--- src/hdl/tmr_pkg.sv ---
// Package for the 8/16-bit timer/counter block: offsets, fields, resets, types.
// Assumes a 32-bit AXI4-Lite register bus; each register is one aligned word.
package tmr_pkg;

    // ----------------------------------------
    // Register byte offsets
    // ----------------------------------------
    localparam logic [3:0] OFF_COUNT_LOW   = 4'h0;
    localparam logic [3:0] OFF_COUNT_HIGH  = 4'h4;
    localparam logic [3:0] OFF_TIMER_CTRL  = 4'h8;
    localparam logic [3:0] OFF_IRQ_CTRL    = 4'hC;

    // ----------------------------------------
    // Timer control fields
    // ----------------------------------------
    localparam int BIT_RUN_ENABLE      = 7;
    localparam int BIT_EIGHT_BIT       = 6;
    localparam int BIT_CLOCK_SOURCE    = 5;
    localparam int BIT_SOURCE_EDGE     = 4;
    localparam int BIT_PRESCALER_ASSIGN = 3;
    localparam int BIT_RATIO_HI        = 2;

    // ----------------------------------------
    // Interrupt control fields
    // ----------------------------------------
    localparam int BIT_IRQ_ENABLE      = 5;
    localparam int BIT_OVERFLOW_FLAG   = 2;

    // ----------------------------------------
    // Reset values and timing
    // ----------------------------------------
    localparam logic [7:0] RST_TIMER_CTRL = 8'hFF;
    localparam logic [7:0] RST_COUNT_HIGH = 8'h00;
    localparam logic [7:0] RST_COUNT_LOW  = 8'h00;
    localparam logic [1:0] WRITE_INHIBIT_CYCLES = 2'h2;

    // ----------------------------------------
    // Types
    // ----------------------------------------
    typedef struct packed {
        logic       run_enable;
        logic       eight_bit_select;
        logic       clock_source_select;
        logic       source_edge_select;
        logic       prescaler_assign;
        logic [2:0] prescale_ratio_select;
    } timer_ctrl_t;

    typedef enum logic [1:0] {
        AXI_OKAY   = 2'b00,
        AXI_SLVERR = 2'b10
    } axi_resp_t;

endpackage

--- src/hdl/edge_sync.sv ---
// Two-flop synchroniser with a selectable edge detector behind it.
// Assumes the input is asynchronous to aclk; edges are at most one per two aclk.
`timescale 1ns/10ps
`default_nettype none
module edge_sync (
    // Clock and reset
    input  wire logic aclk,
    input  wire logic aresetn,
    // Pin and edge choice
    input  wire logic pin_in,
    input  wire logic falling_sel,
    // Result
    output logic      edge_pulse
);
    logic meta_q;
    logic sync_q;
    logic last_q;

    // ----------------------------------------
    // Synchroniser; first flop feeds only the second
    // ----------------------------------------
    always_ff @(posedge aclk) begin
        if (!aresetn) begin
            meta_q <= 1'b0;
            sync_q <= 1'b0;
            last_q <= 1'b0;
        end else begin
            meta_q <= pin_in;
            sync_q <= meta_q;
            last_q <= sync_q;
        end
    end

    assign edge_pulse = falling_sel ? (last_q & ~sync_q) : (~last_q & sync_q);
endmodule // edge_sync
`default_nettype wire

--- src/hdl/timer_counter.sv ---
// Timer/counter with 8-bit prescaler, buffered high byte and overflow interrupt.
// Assumes an AXI4-Lite master on aclk (instruction-cycle clock) and an async count pin.
//
// Added by the designer: the AXI4-Lite register port and the address map.
`timescale 1ns/10ps
`default_nettype none
// Notes on behaviour
// - Clock select clear: count every cycle
// - Low byte write inhibits counting two cycles
// - Clock select set: count pin edges
// - Edge select: clear rising, set falling
// - Count pin synchronised before use
// - Eight-bit prescaler, hidden from software
// - Assigned prescaler divides 1:2 to 1:256
// - Low byte write clears prescaler count while assign bit clear
// - Prescaler settings changeable while running
// - Overflow flag on FF or FFFF wrap
// - Interrupt only while enable bit set
// - Sleep halts the timer completely
// - High byte reached only via buffer
// - Low byte read latches high byte
// - Low byte write loads high byte
module timer_counter (
    // Clock and reset
    input  wire logic        aclk,
    input  wire logic        aresetn,
    // AXI4-Lite write address
    input  wire logic [3:0]  s_axi_awaddr,
    input  wire logic        s_axi_awvalid,
    output logic             s_axi_awready,
    // AXI4-Lite write data
    input  wire logic [31:0] s_axi_wdata,
    input  wire logic [3:0]  s_axi_wstrb,
    input  wire logic        s_axi_wvalid,
    output logic             s_axi_wready,
    // AXI4-Lite write response
    output logic [1:0]       s_axi_bresp,
    output logic             s_axi_bvalid,
    input  wire logic        s_axi_bready,
    // AXI4-Lite read address
    input  wire logic [3:0]  s_axi_araddr,
    input  wire logic        s_axi_arvalid,
    output logic             s_axi_arready,
    // AXI4-Lite read data
    output logic [31:0]      s_axi_rdata,
    output logic [1:0]       s_axi_rresp,
    output logic             s_axi_rvalid,
    input  wire logic        s_axi_rready,
    // Device side
    input  wire logic        external_count_input,
    input  wire logic        sleep,
    output logic             irq
);

    // ----------------------------------------
    // State
    // ----------------------------------------
    tmr_pkg::timer_ctrl_t ctrl_q;
    logic [15:0] count_q;
    logic [7:0]  high_buf_q;
    logic [7:0]  presc_q;
    logic [1:0]  inhibit_q;
    logic        overflow_flag_q;
    logic        irq_enable_q;
    logic [7:0]  irq_other_q;
    logic        irq_q;
    logic        sleep_meta_q;
    logic        sleep_q;
    logic        awready_q;
    logic        wready_q;
    logic        arready_q;

    logic        aw_held_q;
    logic [3:0]  aw_addr_q;
    logic        w_held_q;
    logic [31:0] w_data_q;
    logic [3:0]  w_strb_q;
    logic        bvalid_q;
    logic [1:0]  bresp_q;
    logic        rvalid_q;
    logic [31:0] rdata_q;
    logic [1:0]  rresp_q;

    // ----------------------------------------
    // Bus decode
    // ----------------------------------------
    logic        wr_go;
    logic        rd_go;
    logic        wr_low;
    logic        wr_high;
    logic        wr_ctrl;
    logic        wr_irq;
    logic        rd_low;
    logic        wr_mapped;
    logic        rd_mapped;
    logic [7:0]  wr_byte;

    assign wr_go   = aw_held_q && w_held_q && !bvalid_q;
    assign rd_go   = s_axi_arvalid && s_axi_arready;
    assign wr_byte = w_data_q[7:0];
    assign wr_mapped = (aw_addr_q[1:0] == 2'b00);
    assign rd_mapped = (s_axi_araddr[1:0] == 2'b00);
    assign wr_low  = wr_go && w_strb_q[0] && wr_mapped && (aw_addr_q == tmr_pkg::OFF_COUNT_LOW);
    assign wr_high = wr_go && w_strb_q[0] && wr_mapped && (aw_addr_q == tmr_pkg::OFF_COUNT_HIGH);
    assign wr_ctrl = wr_go && w_strb_q[0] && wr_mapped && (aw_addr_q == tmr_pkg::OFF_TIMER_CTRL);
    assign wr_irq  = wr_go && w_strb_q[0] && wr_mapped && (aw_addr_q == tmr_pkg::OFF_IRQ_CTRL);
    assign rd_low  = rd_go && rd_mapped && (s_axi_araddr == tmr_pkg::OFF_COUNT_LOW);

    // ----------------------------------------
    // Count source
    // ----------------------------------------
    logic        pin_edge;
    logic        source_tick;
    logic        presc_tick;
    logic        count_tick;
    logic [7:0]  presc_mask;
    logic        wrap;

    edge_sync u_edge_sync (
        .aclk        (aclk),
        .aresetn     (aresetn),
        .pin_in      (external_count_input),
        .falling_sel (ctrl_q.source_edge_select),
        .edge_pulse  (pin_edge)
    );

    // Pin edges or instruction cycles
    assign source_tick = ctrl_q.clock_source_select ? pin_edge : 1'b1;

    // Ratio n gives 2^(n+1); tick when all low n+1 bits are set
    assign presc_mask = 8'hFF >> (3'd7 - ctrl_q.prescale_ratio_select);
    assign presc_tick = ((presc_q & presc_mask) == presc_mask);

    // Sleep and run gate everything; a low byte write masks two cycles
    assign count_tick = ctrl_q.run_enable && !sleep_q && (inhibit_q == 2'd0) && !wr_low
                        && source_tick
                        && (ctrl_q.prescaler_assign || presc_tick);

    assign wrap = ctrl_q.eight_bit_select ? (count_q[7:0] == 8'hFF) : (count_q == 16'hFFFF);

    // ----------------------------------------
    // Sleep input synchroniser
    // ----------------------------------------
    always_ff @(posedge aclk) begin
        if (!aresetn) begin
            sleep_meta_q <= 1'b0;
            sleep_q      <= 1'b0;
        end else begin
            sleep_meta_q <= sleep;
            sleep_q      <= sleep_meta_q;
        end
    end

    // ----------------------------------------
    // Prescaler, never visible on the bus
    // ----------------------------------------
    always_ff @(posedge aclk) begin
        if (!aresetn) begin
            presc_q <= 8'h00;
        end else if (wr_low && !ctrl_q.prescaler_assign) begin
            presc_q <= 8'h00;
        end else if (ctrl_q.run_enable && !sleep_q && source_tick && (inhibit_q == 2'd0)) begin
            presc_q <= presc_q + 8'h01;
        end
    end

    // ----------------------------------------
    // Post-write inhibit
    // ----------------------------------------
    always_ff @(posedge aclk) begin
        if (!aresetn) begin
            inhibit_q <= 2'd0;
        end else if (wr_low) begin
            inhibit_q <= tmr_pkg::WRITE_INHIBIT_CYCLES;
        end else if (inhibit_q != 2'd0) begin
            inhibit_q <= inhibit_q - 2'd1;
        end
    end

    // ----------------------------------------
    // Counter and high byte buffer
    // ----------------------------------------
    always_ff @(posedge aclk) begin
        if (!aresetn) begin
            count_q <= {tmr_pkg::RST_COUNT_HIGH, tmr_pkg::RST_COUNT_LOW};
        end else if (wr_low) begin
            count_q <= {high_buf_q, wr_byte};
        end else if (count_tick) begin
            if (ctrl_q.eight_bit_select) begin
                count_q[7:0] <= count_q[7:0] + 8'h01;
            end else begin
                count_q <= count_q + 16'h0001;
            end
        end
    end

    // True high byte only moves through this buffer
    always_ff @(posedge aclk) begin
        if (!aresetn) begin
            high_buf_q <= tmr_pkg::RST_COUNT_HIGH;
        end else if (rd_low) begin
            high_buf_q <= count_q[15:8];
        end else if (wr_high) begin
            high_buf_q <= wr_byte;
        end
    end

    // ----------------------------------------
    // Control register
    // ----------------------------------------
    always_ff @(posedge aclk) begin
        if (!aresetn) begin
            ctrl_q <= tmr_pkg::RST_TIMER_CTRL;
        end else if (wr_ctrl) begin
            ctrl_q <= wr_byte;
        end
    end

    // ----------------------------------------
    // Interrupt: set wins over a clearing write
    // ----------------------------------------
    always_ff @(posedge aclk) begin
        if (!aresetn) begin
            overflow_flag_q <= 1'b0;
            irq_enable_q    <= 1'b0;
            irq_other_q     <= 8'h00;
        end else begin
            if (count_tick && wrap) begin
                overflow_flag_q <= 1'b1;
            end else if (wr_irq && wr_byte[tmr_pkg::BIT_OVERFLOW_FLAG]) begin
                overflow_flag_q <= 1'b0;
            end
            if (wr_irq) begin
                irq_enable_q <= wr_byte[tmr_pkg::BIT_IRQ_ENABLE];
            end
        end
    end

    always_ff @(posedge aclk) begin
        if (!aresetn) begin
            irq_q <= 1'b0;
        end else begin
            irq_q <= overflow_flag_q && irq_enable_q;
        end
    end

    // ----------------------------------------
    // AXI write channel
    // ----------------------------------------
    always_ff @(posedge aclk) begin
        if (!aresetn) begin
            aw_held_q <= 1'b0;
            aw_addr_q <= 4'h0;
            w_held_q  <= 1'b0;
            w_data_q  <= 32'h0000_0000;
            w_strb_q  <= 4'h0;
        end else begin
            if (s_axi_awvalid && s_axi_awready) begin
                aw_held_q <= 1'b1;
                aw_addr_q <= s_axi_awaddr;
            end else if (wr_go) begin
                aw_held_q <= 1'b0;
            end
            if (s_axi_wvalid && s_axi_wready) begin
                w_held_q <= 1'b1;
                w_data_q <= s_axi_wdata;
                w_strb_q <= s_axi_wstrb;
            end else if (wr_go) begin
                w_held_q <= 1'b0;
            end
        end
    end

    always_ff @(posedge aclk) begin
        if (!aresetn) begin
            bvalid_q <= 1'b0;
            bresp_q  <= tmr_pkg::AXI_OKAY;
        end else if (wr_go) begin
            bvalid_q <= 1'b1;
            bresp_q  <= wr_mapped ? tmr_pkg::AXI_OKAY : tmr_pkg::AXI_SLVERR;
        end else if (s_axi_bready) begin
            bvalid_q <= 1'b0;
        end
    end

    // Readies mirror the held flags from flops, so no bus output is combinational
    always_ff @(posedge aclk) begin
        if (!aresetn) begin
            awready_q <= 1'b1;
            wready_q  <= 1'b1;
        end else begin
            if (s_axi_awvalid && s_axi_awready) begin
                awready_q <= 1'b0;
            end else if (wr_go) begin
                awready_q <= 1'b1;
            end
            if (s_axi_wvalid && s_axi_wready) begin
                wready_q <= 1'b0;
            end else if (wr_go) begin
                wready_q <= 1'b1;
            end
        end
    end

    assign s_axi_awready = awready_q;
    assign s_axi_wready  = wready_q;
    assign s_axi_bvalid  = bvalid_q;
    assign s_axi_bresp   = bresp_q;

    // ----------------------------------------
    // AXI read channel
    // ----------------------------------------
    logic [7:0] rd_byte;

    always_comb begin
        rd_byte = 8'h00;
        unique case (s_axi_araddr)
            tmr_pkg::OFF_COUNT_LOW:  rd_byte = count_q[7:0];
            tmr_pkg::OFF_COUNT_HIGH: rd_byte = high_buf_q;
            tmr_pkg::OFF_TIMER_CTRL: rd_byte = ctrl_q;
            tmr_pkg::OFF_IRQ_CTRL:   rd_byte = {2'b00, irq_enable_q, 2'b00, overflow_flag_q, 2'b00};
            default:                 rd_byte = 8'h00;
        endcase
    end

    always_ff @(posedge aclk) begin
        if (!aresetn) begin
            rvalid_q <= 1'b0;
            rdata_q  <= 32'h0000_0000;
            rresp_q  <= tmr_pkg::AXI_OKAY;
        end else if (rd_go) begin
            rvalid_q <= 1'b1;
            rdata_q  <= {24'h00_0000, rd_byte};
            rresp_q  <= rd_mapped ? tmr_pkg::AXI_OKAY : tmr_pkg::AXI_SLVERR;
        end else if (s_axi_rready) begin
            rvalid_q <= 1'b0;
        end
    end

    // Refuse a new address while read data is pending
    always_ff @(posedge aclk) begin
        if (!aresetn) begin
            arready_q <= 1'b1;
        end else if (rd_go) begin
            arready_q <= 1'b0;
        end else if (s_axi_rready) begin
            arready_q <= 1'b1;
        end
    end

    assign s_axi_arready = arready_q;
    assign s_axi_rvalid  = rvalid_q;
    assign s_axi_rdata   = rdata_q;
    assign s_axi_rresp   = rresp_q;
    assign irq           = irq_q;

endmodule // timer_counter
`default_nettype wire

--- config.mk ---
export PLATFORM = sky130hd
export DESIGN_NAME = timer_counter
export DESIGN_NICKNAME = d
export VERILOG_FILES = /design/src/hdl/tmr_pkg.sv /design/src/hdl/edge_sync.sv /design/src/hdl/timer_counter.sv
export SDC_FILE = /design/constraint.sdc
export NUM_CORES = 1
export LEC_CHECK = 0
export BUFFER_PORTS_ARGS = -buffer_cell sky130_fd_sc_hd__buf_2
export CAP_MARGIN = 30
export CORE_ASPECT_RATIO = 0.75
export CORE_MARGIN = 2
export CORE_UTILIZATION = 30
export CTS_BUF_LIST = sky130_fd_sc_hd__clkbuf_8
export DETAILED_ROUTE_END_ITERATION = 10
export GPL_TIMING_DRIVEN = 0
export MAX_ROUTING_LAYER = met4
export SLEW_MARGIN = 20
export SYNTH_ARGS = -nofsm -noshare
export SYNTH_HDL_FRONTEND = slang
export SYNTH_HIERARCHICAL = 1
export SYNTH_SLANG_ARGS = --single-unit
export TNS_END_PERCENT = 20
--- constraint.sdc ---
create_clock -name aclk -period 2.2 [get_ports aclk]
set_input_delay 0.33 -clock aclk [delete_from_list [all_inputs] [get_ports aclk]]
set_output_delay 0.33 -clock aclk [all_outputs]
set_load 0.01 [all_outputs]
# [Word level (Yosys, flattened, before mapping)]
# Index checks and enable logic that the tools add are counted.
[totals] out_inout_bits=42 inputBits=53 register_bits=82
[classes] n_reduce_logical=46 n_bitwise=6 eq_ne=10 mux=28 shifts=1 n_addsub=5
[ops] op="$mux 16" count=2
[ops] op="$mux 8" count=4
[ops] op="$pmux 8 s4" count=1
[ops] op="$logic_and 1x1->1" count=24
[ops] op="$reduce_bool 2->1" count=9
[ops] op="$mux 1" count=17
[ops] op="$add 16x1->16 const B" count=1
[ops] op="$add 8x1->8 const B" count=2
[ops] op="$eq 16x16->1 const B" count=1
[ops] op="$eq 4x4->1 const B" count=4
[ops] op="$and 8x8->8" count=1
[ops] op="$eq 4x3->1 const B" count=2
[ops] op="$eq 8x8->1" count=1
[ops] op="$eq 8x8->1 const B" count=1
[ops] op="$logic_not 4->1" count=2
[ops] op="$mux 2" count=4
[ops] op="$shr 8x3->8 const A" count=1
[ops] op="$logic_not 2->1" count=3
[ops] op="$logic_not 1->1" count=4
[ops] op="$reduce_or 2->1" count=2
[ops] op="$not 1->1" count=3
[ops] op="$sub 3x3->3 const A" count=1
[ops] op="$and 1x1->1" count=2
[ops] op="$ne 2x1->1 const B" count=1
[ops] op="other kinds (3)" count=3

# [Logic depth before layout (Yosys ltp)]
[depth] ltp_word=11 mapped_depth=8

# [Modules after synthesis]
# The synthesis kept the hierarchy.
[modules_own_cells] mod="timer_counter" area_each_um2=3558.4 instances=1 seq_area_each_um2=1541.5 cells_per_inst=428
[modules_own_cells] mod="edge_sync" area_each_um2=101.3 instances=1 seq_area_each_um2=60.1 cells_per_inst=9

# [Worst setup path after synthesis]
# No wires, ideal clock.
[synth_path] kind="flip-flop to flip-flop" from="register presc_q[0]" to="register overflow_flag_q" setup_time_ns=0.070 path_buffers=0 arrival_time_ns=1.875 setup_slack_ns=0.254 path_stages_with_launch=7 period_less_slack_ns=1.946 path_cell_list="dfxtp_1 > nand2_1 > a311o_1 > o31ai_4 > nand2_2 > or4_1 > a21oi_1"
[synth_via] elab_chain_cells=6 elab_cells_between_ends=7 cone_classes="1 x eq/ne; 1 x mux; 1 x bitwise; 4 x reduce/logical"
[synth_rtl] item="start, declared" line="timer_counter.sv:61" text="logic [7:0] presc_q;"
[synth_rtl] item="start signal, assigned" line="timer_counter.sv:163" text="presc_q <= presc_q + 8'h01;"
[synth_rtl] item="$and 8x8->8 *" line="timer_counter.sv:132" text="assign presc_tick = ((presc_q & presc_mask) == presc_mask);"
[synth_rtl] item="$eq 8x8->1 *" line="timer_counter.sv:132"
[synth_rtl] item="$logic_or 1x1->1 *" line="timer_counter.sv:137" text="&& (ctrl_q.prescaler_assign || presc_tick);"
[synth_rtl] item="$logic_and 1x1->1 *" line="timer_counter.sv:137"
[synth_rtl] item="$logic_and 1x1->1 *" line="timer_counter.sv:228" text="if (count_tick && wrap) begin"
[synth_rtl] item="$mux 1 / $reduce_bool 2->1 (equally long branches)"
[synth_rtl] item="end signal, assigned" line="timer_counter.sv:224" text="overflow_flag_q <= 1'b0;"
[synth_rtl] item="end signal, assigned" line="timer_counter.sv:229" text="overflow_flag_q <= 1'b1;"
[synth_rtl] item="end signal, assigned" line="timer_counter.sv:231" text="overflow_flag_q <= 1'b0;"
[synth_rtl] item="end, declared" line="timer_counter.sv:63" text="logic overflow_flag_q;"
# Mark *: on every way between the ends. The rest lies on a longest branch, timed or not.
# A chain may end at the register's enable or synchronous reset.

# [Final worst setup path]
[layout_path] from="register ctrl_q[2] (netlist bit)" to="register overflow_flag_q"
[layout_via] elab_chain_cells=8 elab_cells_between_ends=9 cone_classes="1 x add/sub; 1 x eq/ne; 1 x shift; 1 x mux; 1 x bitwise; 4 x reduce/logical"
[layout_rtl] item="start, declared" line="timer_counter.sv:58" text="tmr_pkg::timer_ctrl_t ctrl_q;"
[layout_rtl] item="start signal, assigned" line="timer_counter.sv:213" text="ctrl_q <= tmr_pkg::RST_TIMER_CTRL;"
[layout_rtl] item="start signal, assigned" line="timer_counter.sv:215" text="ctrl_q <= wr_byte;"
[layout_rtl] item="$sub 3x3->3 *" line="timer_counter.sv:131" text="assign presc_mask = 8'hFF >> (3'd7 - ctrl_q.prescale_ratio_select);"
[layout_rtl] item="$shr 8x3->8 *" line="timer_counter.sv:131"
[layout_rtl] item="$and 8x8->8" line="timer_counter.sv:132"
[layout_rtl] item="$eq 8x8->1 *" line="timer_counter.sv:132"
[layout_rtl] item="$logic_or 1x1->1 *" line="timer_counter.sv:137"
[layout_rtl] item="$logic_and 1x1->1 *" line="timer_counter.sv:137"
[layout_rtl] item="$logic_and 1x1->1 *" line="timer_counter.sv:228"
[layout_rtl] item="$mux 1 / $reduce_bool 2->1 (equally long branches)"
# Marked as above.

==> tab_implementation.tex <==
\begin{tabular}{lr}
\hline
Metric & Value \\
\hline
\multicolumn{2}{l}{\textbf{Synth}} \\
\quad Total number of yosys warnings & 6 \\
\quad Most instantiated library cell after synthesis & dfxtp\_1 \\
\quad Fraction of synthesis flops using an asynchronous set or reset pin & 0\% \\
\quad Leading cell types by count after synthesis & dfxtp\_1, nand2\_1, a21oi\_1 \\
\quad Synth unique cells & 44 \\
\quad Cell taking the most area after synthesis & dfxtp\_1 \\
\quad Flip-flop and latch count after synthesis & 80 \\
\quad Gate Count Post-Synth & about 440 \\
\quad Average cell area after synthesis & between 8 and 9 sq um \\
\quad Post-synth design cell area & about 3700 sq um \\
\quad Dominant cells by area after synthesis & dfxtp\_1, nand2\_1, a21oi\_1 \\
\quad Register area share after synthesis & 43.8\% \\
\quad Number of flops mapped to enable cells by yosys & 0 \\
\quad Prevailing post-synth register cell & dfxtp\_1 \\
\quad Top-area cell type share of the netlist area & a little over two fifths \\
\multicolumn{2}{l}{\textbf{Setup path}} \\
\quad Worst Setup End Kind & flip-flop \\
\quad Crit path kind & flip-flop to flip-flop \\
\quad Data required time of the critical path & $\sim$2.5 ns \\
\quad Arrival time at the worst endpoint & $\sim$2.4 ns \\
\quad Nature of the critical path startpoint & flip-flop \\
\quad Register-to-Register Path Depth & 6 \\
\quad Peak fanout along the critical path & 7 \\
\multicolumn{2}{l}{\textbf{Placed design}} \\
\quad Number of port buffers & 39 \\
\quad Detailed placer's ending HPWL & 7060 um \\
\quad Placed cell areas & around 4200 sq um \\
\quad Post-Place Worst Slack & -0.0540 ns \\
\quad Number of instances in the placed design & between 600 and 700 \\
\quad GP Congestion & 0.915 \\
\multicolumn{2}{l}{\textbf{Layout}} \\
\quad Ratio of cells with drive above 1 in the final layout & $\sim$18\% \\
\quad Post-layout nets & about 570 \\
\quad Final non-filler cell total & just under 700 \\
\quad N\_diodes & 0 \\
\quad Synth-to-layout area growth & 19.8\% \\
\quad Final Util & between 30\% and 40\% \\
\quad Final instance area & about 4400 sq um \\
\multicolumn{2}{l}{\textbf{GRT}} \\
\quad Final global-route overflow total & 0 \\
\quad Vias in the first global route & between 2,000 and 3,000 \\
\quad Wire length of the first global-routing pass & between 15,000 and 20,000 um \\
\quad Initial antenna violation count & 0 \\
\quad Global routing usage summed across all routing layers & 15.2\% \\
\quad Maximum number of pins on one net before global-route repair & 14 \\
\multicolumn{2}{l}{\textbf{STA}} \\
\quad Slew Viols, Final & 0 \\
\quad Sum Neg Setup Slack & 0 ns \\
\quad Slew at the pin closest to its max-slew limit & roughly 0.76 ns \\
\quad Fin Clk Skew & 0.00862 ns \\
\quad Period minus WS final & approximately 2.1 ns \\
\quad Slew HR & just under 50\% \\
\quad Period utilization & 94.9\% \\
\quad Top achievable clock speed & 479 MHz \\
\quad Final setup viols & 0 \\
\quad Number of hold-slack violations in the final timing report & 0 \\
\quad Minimum setup slack in the final design & about 0.11 ns \\
\multicolumn{2}{l}{\textbf{Floorplan}} \\
\quad Die Area & between 10,000 and 15,000 sq um \\
\quad Number of I/O pins & 95 \\
\quad FP Rows & 34 \\
\quad Area inside the core boundary & 11,700 sq um \\
\quad Overall die width & around 130 um \\
\quad Effective utilization at floorplan & between 30\% and 40\% \\
\quad Die Ht & between 90 and 100 um \\
\multicolumn{2}{l}{\textbf{Clock network}} \\
\quad Num CTS Buffers & 9 \\
\quad Root buffer cell & clkbuf\_8 \\
\quad CTS Hold Buffers Added & 0 \\
\quad H-tree levels & 3 \\
\quad Clock tree buffer depth & 2 \\
\quad TritonCTS clock tree & yes \\
\quad Clk pin slew, worst setup/hold paths & around 0.08 ns \\
\quad Clock sinks & 80 \\
\quad Clock Latency Late Sink & 0.37 ns \\
\multicolumn{2}{l}{\textbf{Power}} \\
\quad Power per cell area & roughly 660 nW/um\^{}2 \\
\quad Worst vdd ir & 299 uV \\
\quad Cell leakage power & between 1.5 and 2 nW \\
\multicolumn{2}{l}{\textbf{Worst hold path}} \\
\quad Worst min-delay path class & input pin to flip-flop \\
\quad Worst hold path depth & 2 \\
\multicolumn{2}{l}{\textbf{Route}} \\
\quad First drt pass iteration count & 4 \\
\quad Vias & approximately 3,200 \\
\quad Per-cell via count in the routed design & $\sim$4.7 \\
\quad Number of nets with antenna violations after routing & 0 \\
\quad Iteration-0 DRC count of the detailed router & 237 \\
\quad WL per Instance & $\sim$14 um \\
\quad WL final & 9400 um \\
\quad Final routed DRC violation total & 0 \\
\multicolumn{2}{l}{\textbf{Run status}} \\
\quad Outcome & completed \\
\multicolumn{2}{l}{\textbf{Flow run}} \\
\quad Total of max-cap violations & 0 \\
\hline
\end{tabular}
## per-stage QoR
| stage | total power, mW | hold slack (ns) |
|---|---|---|
| after floorplan | 1.72 | 0.412 |
| after global placement | 1.80 | 0.417 |
| after detailed placement | 1.80 | 0.421 |
| after CTS | 2.89 | 0.146 |
| after global routing | 2.99 | 0.141 |
| final | 2.88 | 0.158 |
## report_power, final
part | total [mW] | leakage (nW) | internal (mW) | switching, mW
clock | 1.11 | 0.105 | 0.549 | 0.557
sequential | 1.53 | 0.651 | 1.49 | 0.0383
combinational | 0.249 | 1.12 | 0.105 | 0.144
## metal layers
layer  vias to the layer above  wire length, um  GRT usage, %
met4                         0              151          4.60
met3                        13              878          5.30
met2                       110             3730          20.5
met1                      1466             4650          21.2
li1                       1620                -             -
met5                         -                0             -
## path summary, 6_finish.rpt
check / from / end / slack (ns)
setup reg to reg: ctrl_q[2]$_SDFFE_PN1P_ / overflow_flag_q$_SDFFE_PN0P_ / 0.11
hold / removal: external_count_input / u_edge_sync/meta_q$_SDFF_PN0_ / 0.16
setup / recovery: ctrl_q[2]$_SDFFE_PN1P_ / overflow_flag_q$_SDFFE_PN0P_ / 0.11
hold reg to reg: u_edge_sync/meta_q$_SDFF_PN0_ / u_edge_sync/sync_q$_SDFF_PN0_ / 0.44
## area by class of cell
| class | count | area (sq um) |
|---|---|---|
| buffer | 48 | 283 |
| clock buffer | 10 | 138 |
| clock inverter | 6 | 58.8 |
| fill | 1254 | 7360 |
| inverter | 6 | 22.5 |
| multi-input combinational | 328 | 1870 |
| sequential | 80 | 1600 |
| tap | 162 | 203 |
| timing repair buffer | 41 | 210 |
## what timing repair did
action / in CTS / in global routing
endpoints found under the setup margin: 10 / 13
setup buffers: 0 / 2
resized for setup: 3 / 7
pin swaps: 1 / 1
## cells by family (layout without fill, tap and decap cells)
| logic type | after synthesis | count (layout) | share of synthesized area, % |
|---|---|---|---|
| flip-flops | 80 | 80 | 43.8 |
| AO/OA/AOI/OAI | 97 | 97 | 15.6 |
| other | 1 | 26 | 0.102 |
| buffers and inverters | 54 | 111 | 8.24 |
| adder cells (fa/ha/maj) | 2 | 2 | 0.684 |
| multiplexers | 18 | 18 | 5.61 |
| AND/OR/NAND/NOR | 164 | 164 | 21.0 |
| XOR/XNOR | 21 | 21 | 5.03 |
## registers in the layout (all words and copies together) (netlist names), 2 cells and up
name / cells
high_buf_q: 8
presc_q: 8
ctrl_q: 8
inhibit_q: 2
aw_addr_q: 4
s_axi_rdata: 8
count_q: 16
w_data_q: 8
## critical path, cell delays in order (launching register included)
cell     delay, ns
dfxtp_1       0.41
nor2b_1       0.17
a311o_1       0.30
o31ai_4       0.25
nand2_2       0.12
or4_1         0.59
a21oi_1       0.17
## cell usage in the layout (no fill, tap or decap), types with 5 or more instances in the layout
cell	count
a21oi_1	39
o21ai_0	28
conb_1	26
nand3_1	18
buf_4	28
clkbuf_1	15
inv_1	7
clkbuf_8	10
nor2_1	33
a211oi_1	9
buf_2	40
nand4_1	9
and2_1	7
nand2_1	68
mux2i_1	16
and3_1	5
a22oi_1	8
dfxtp_1	79
xor2_1	18
No activity file was read; power rests on OpenSTA's default activity.
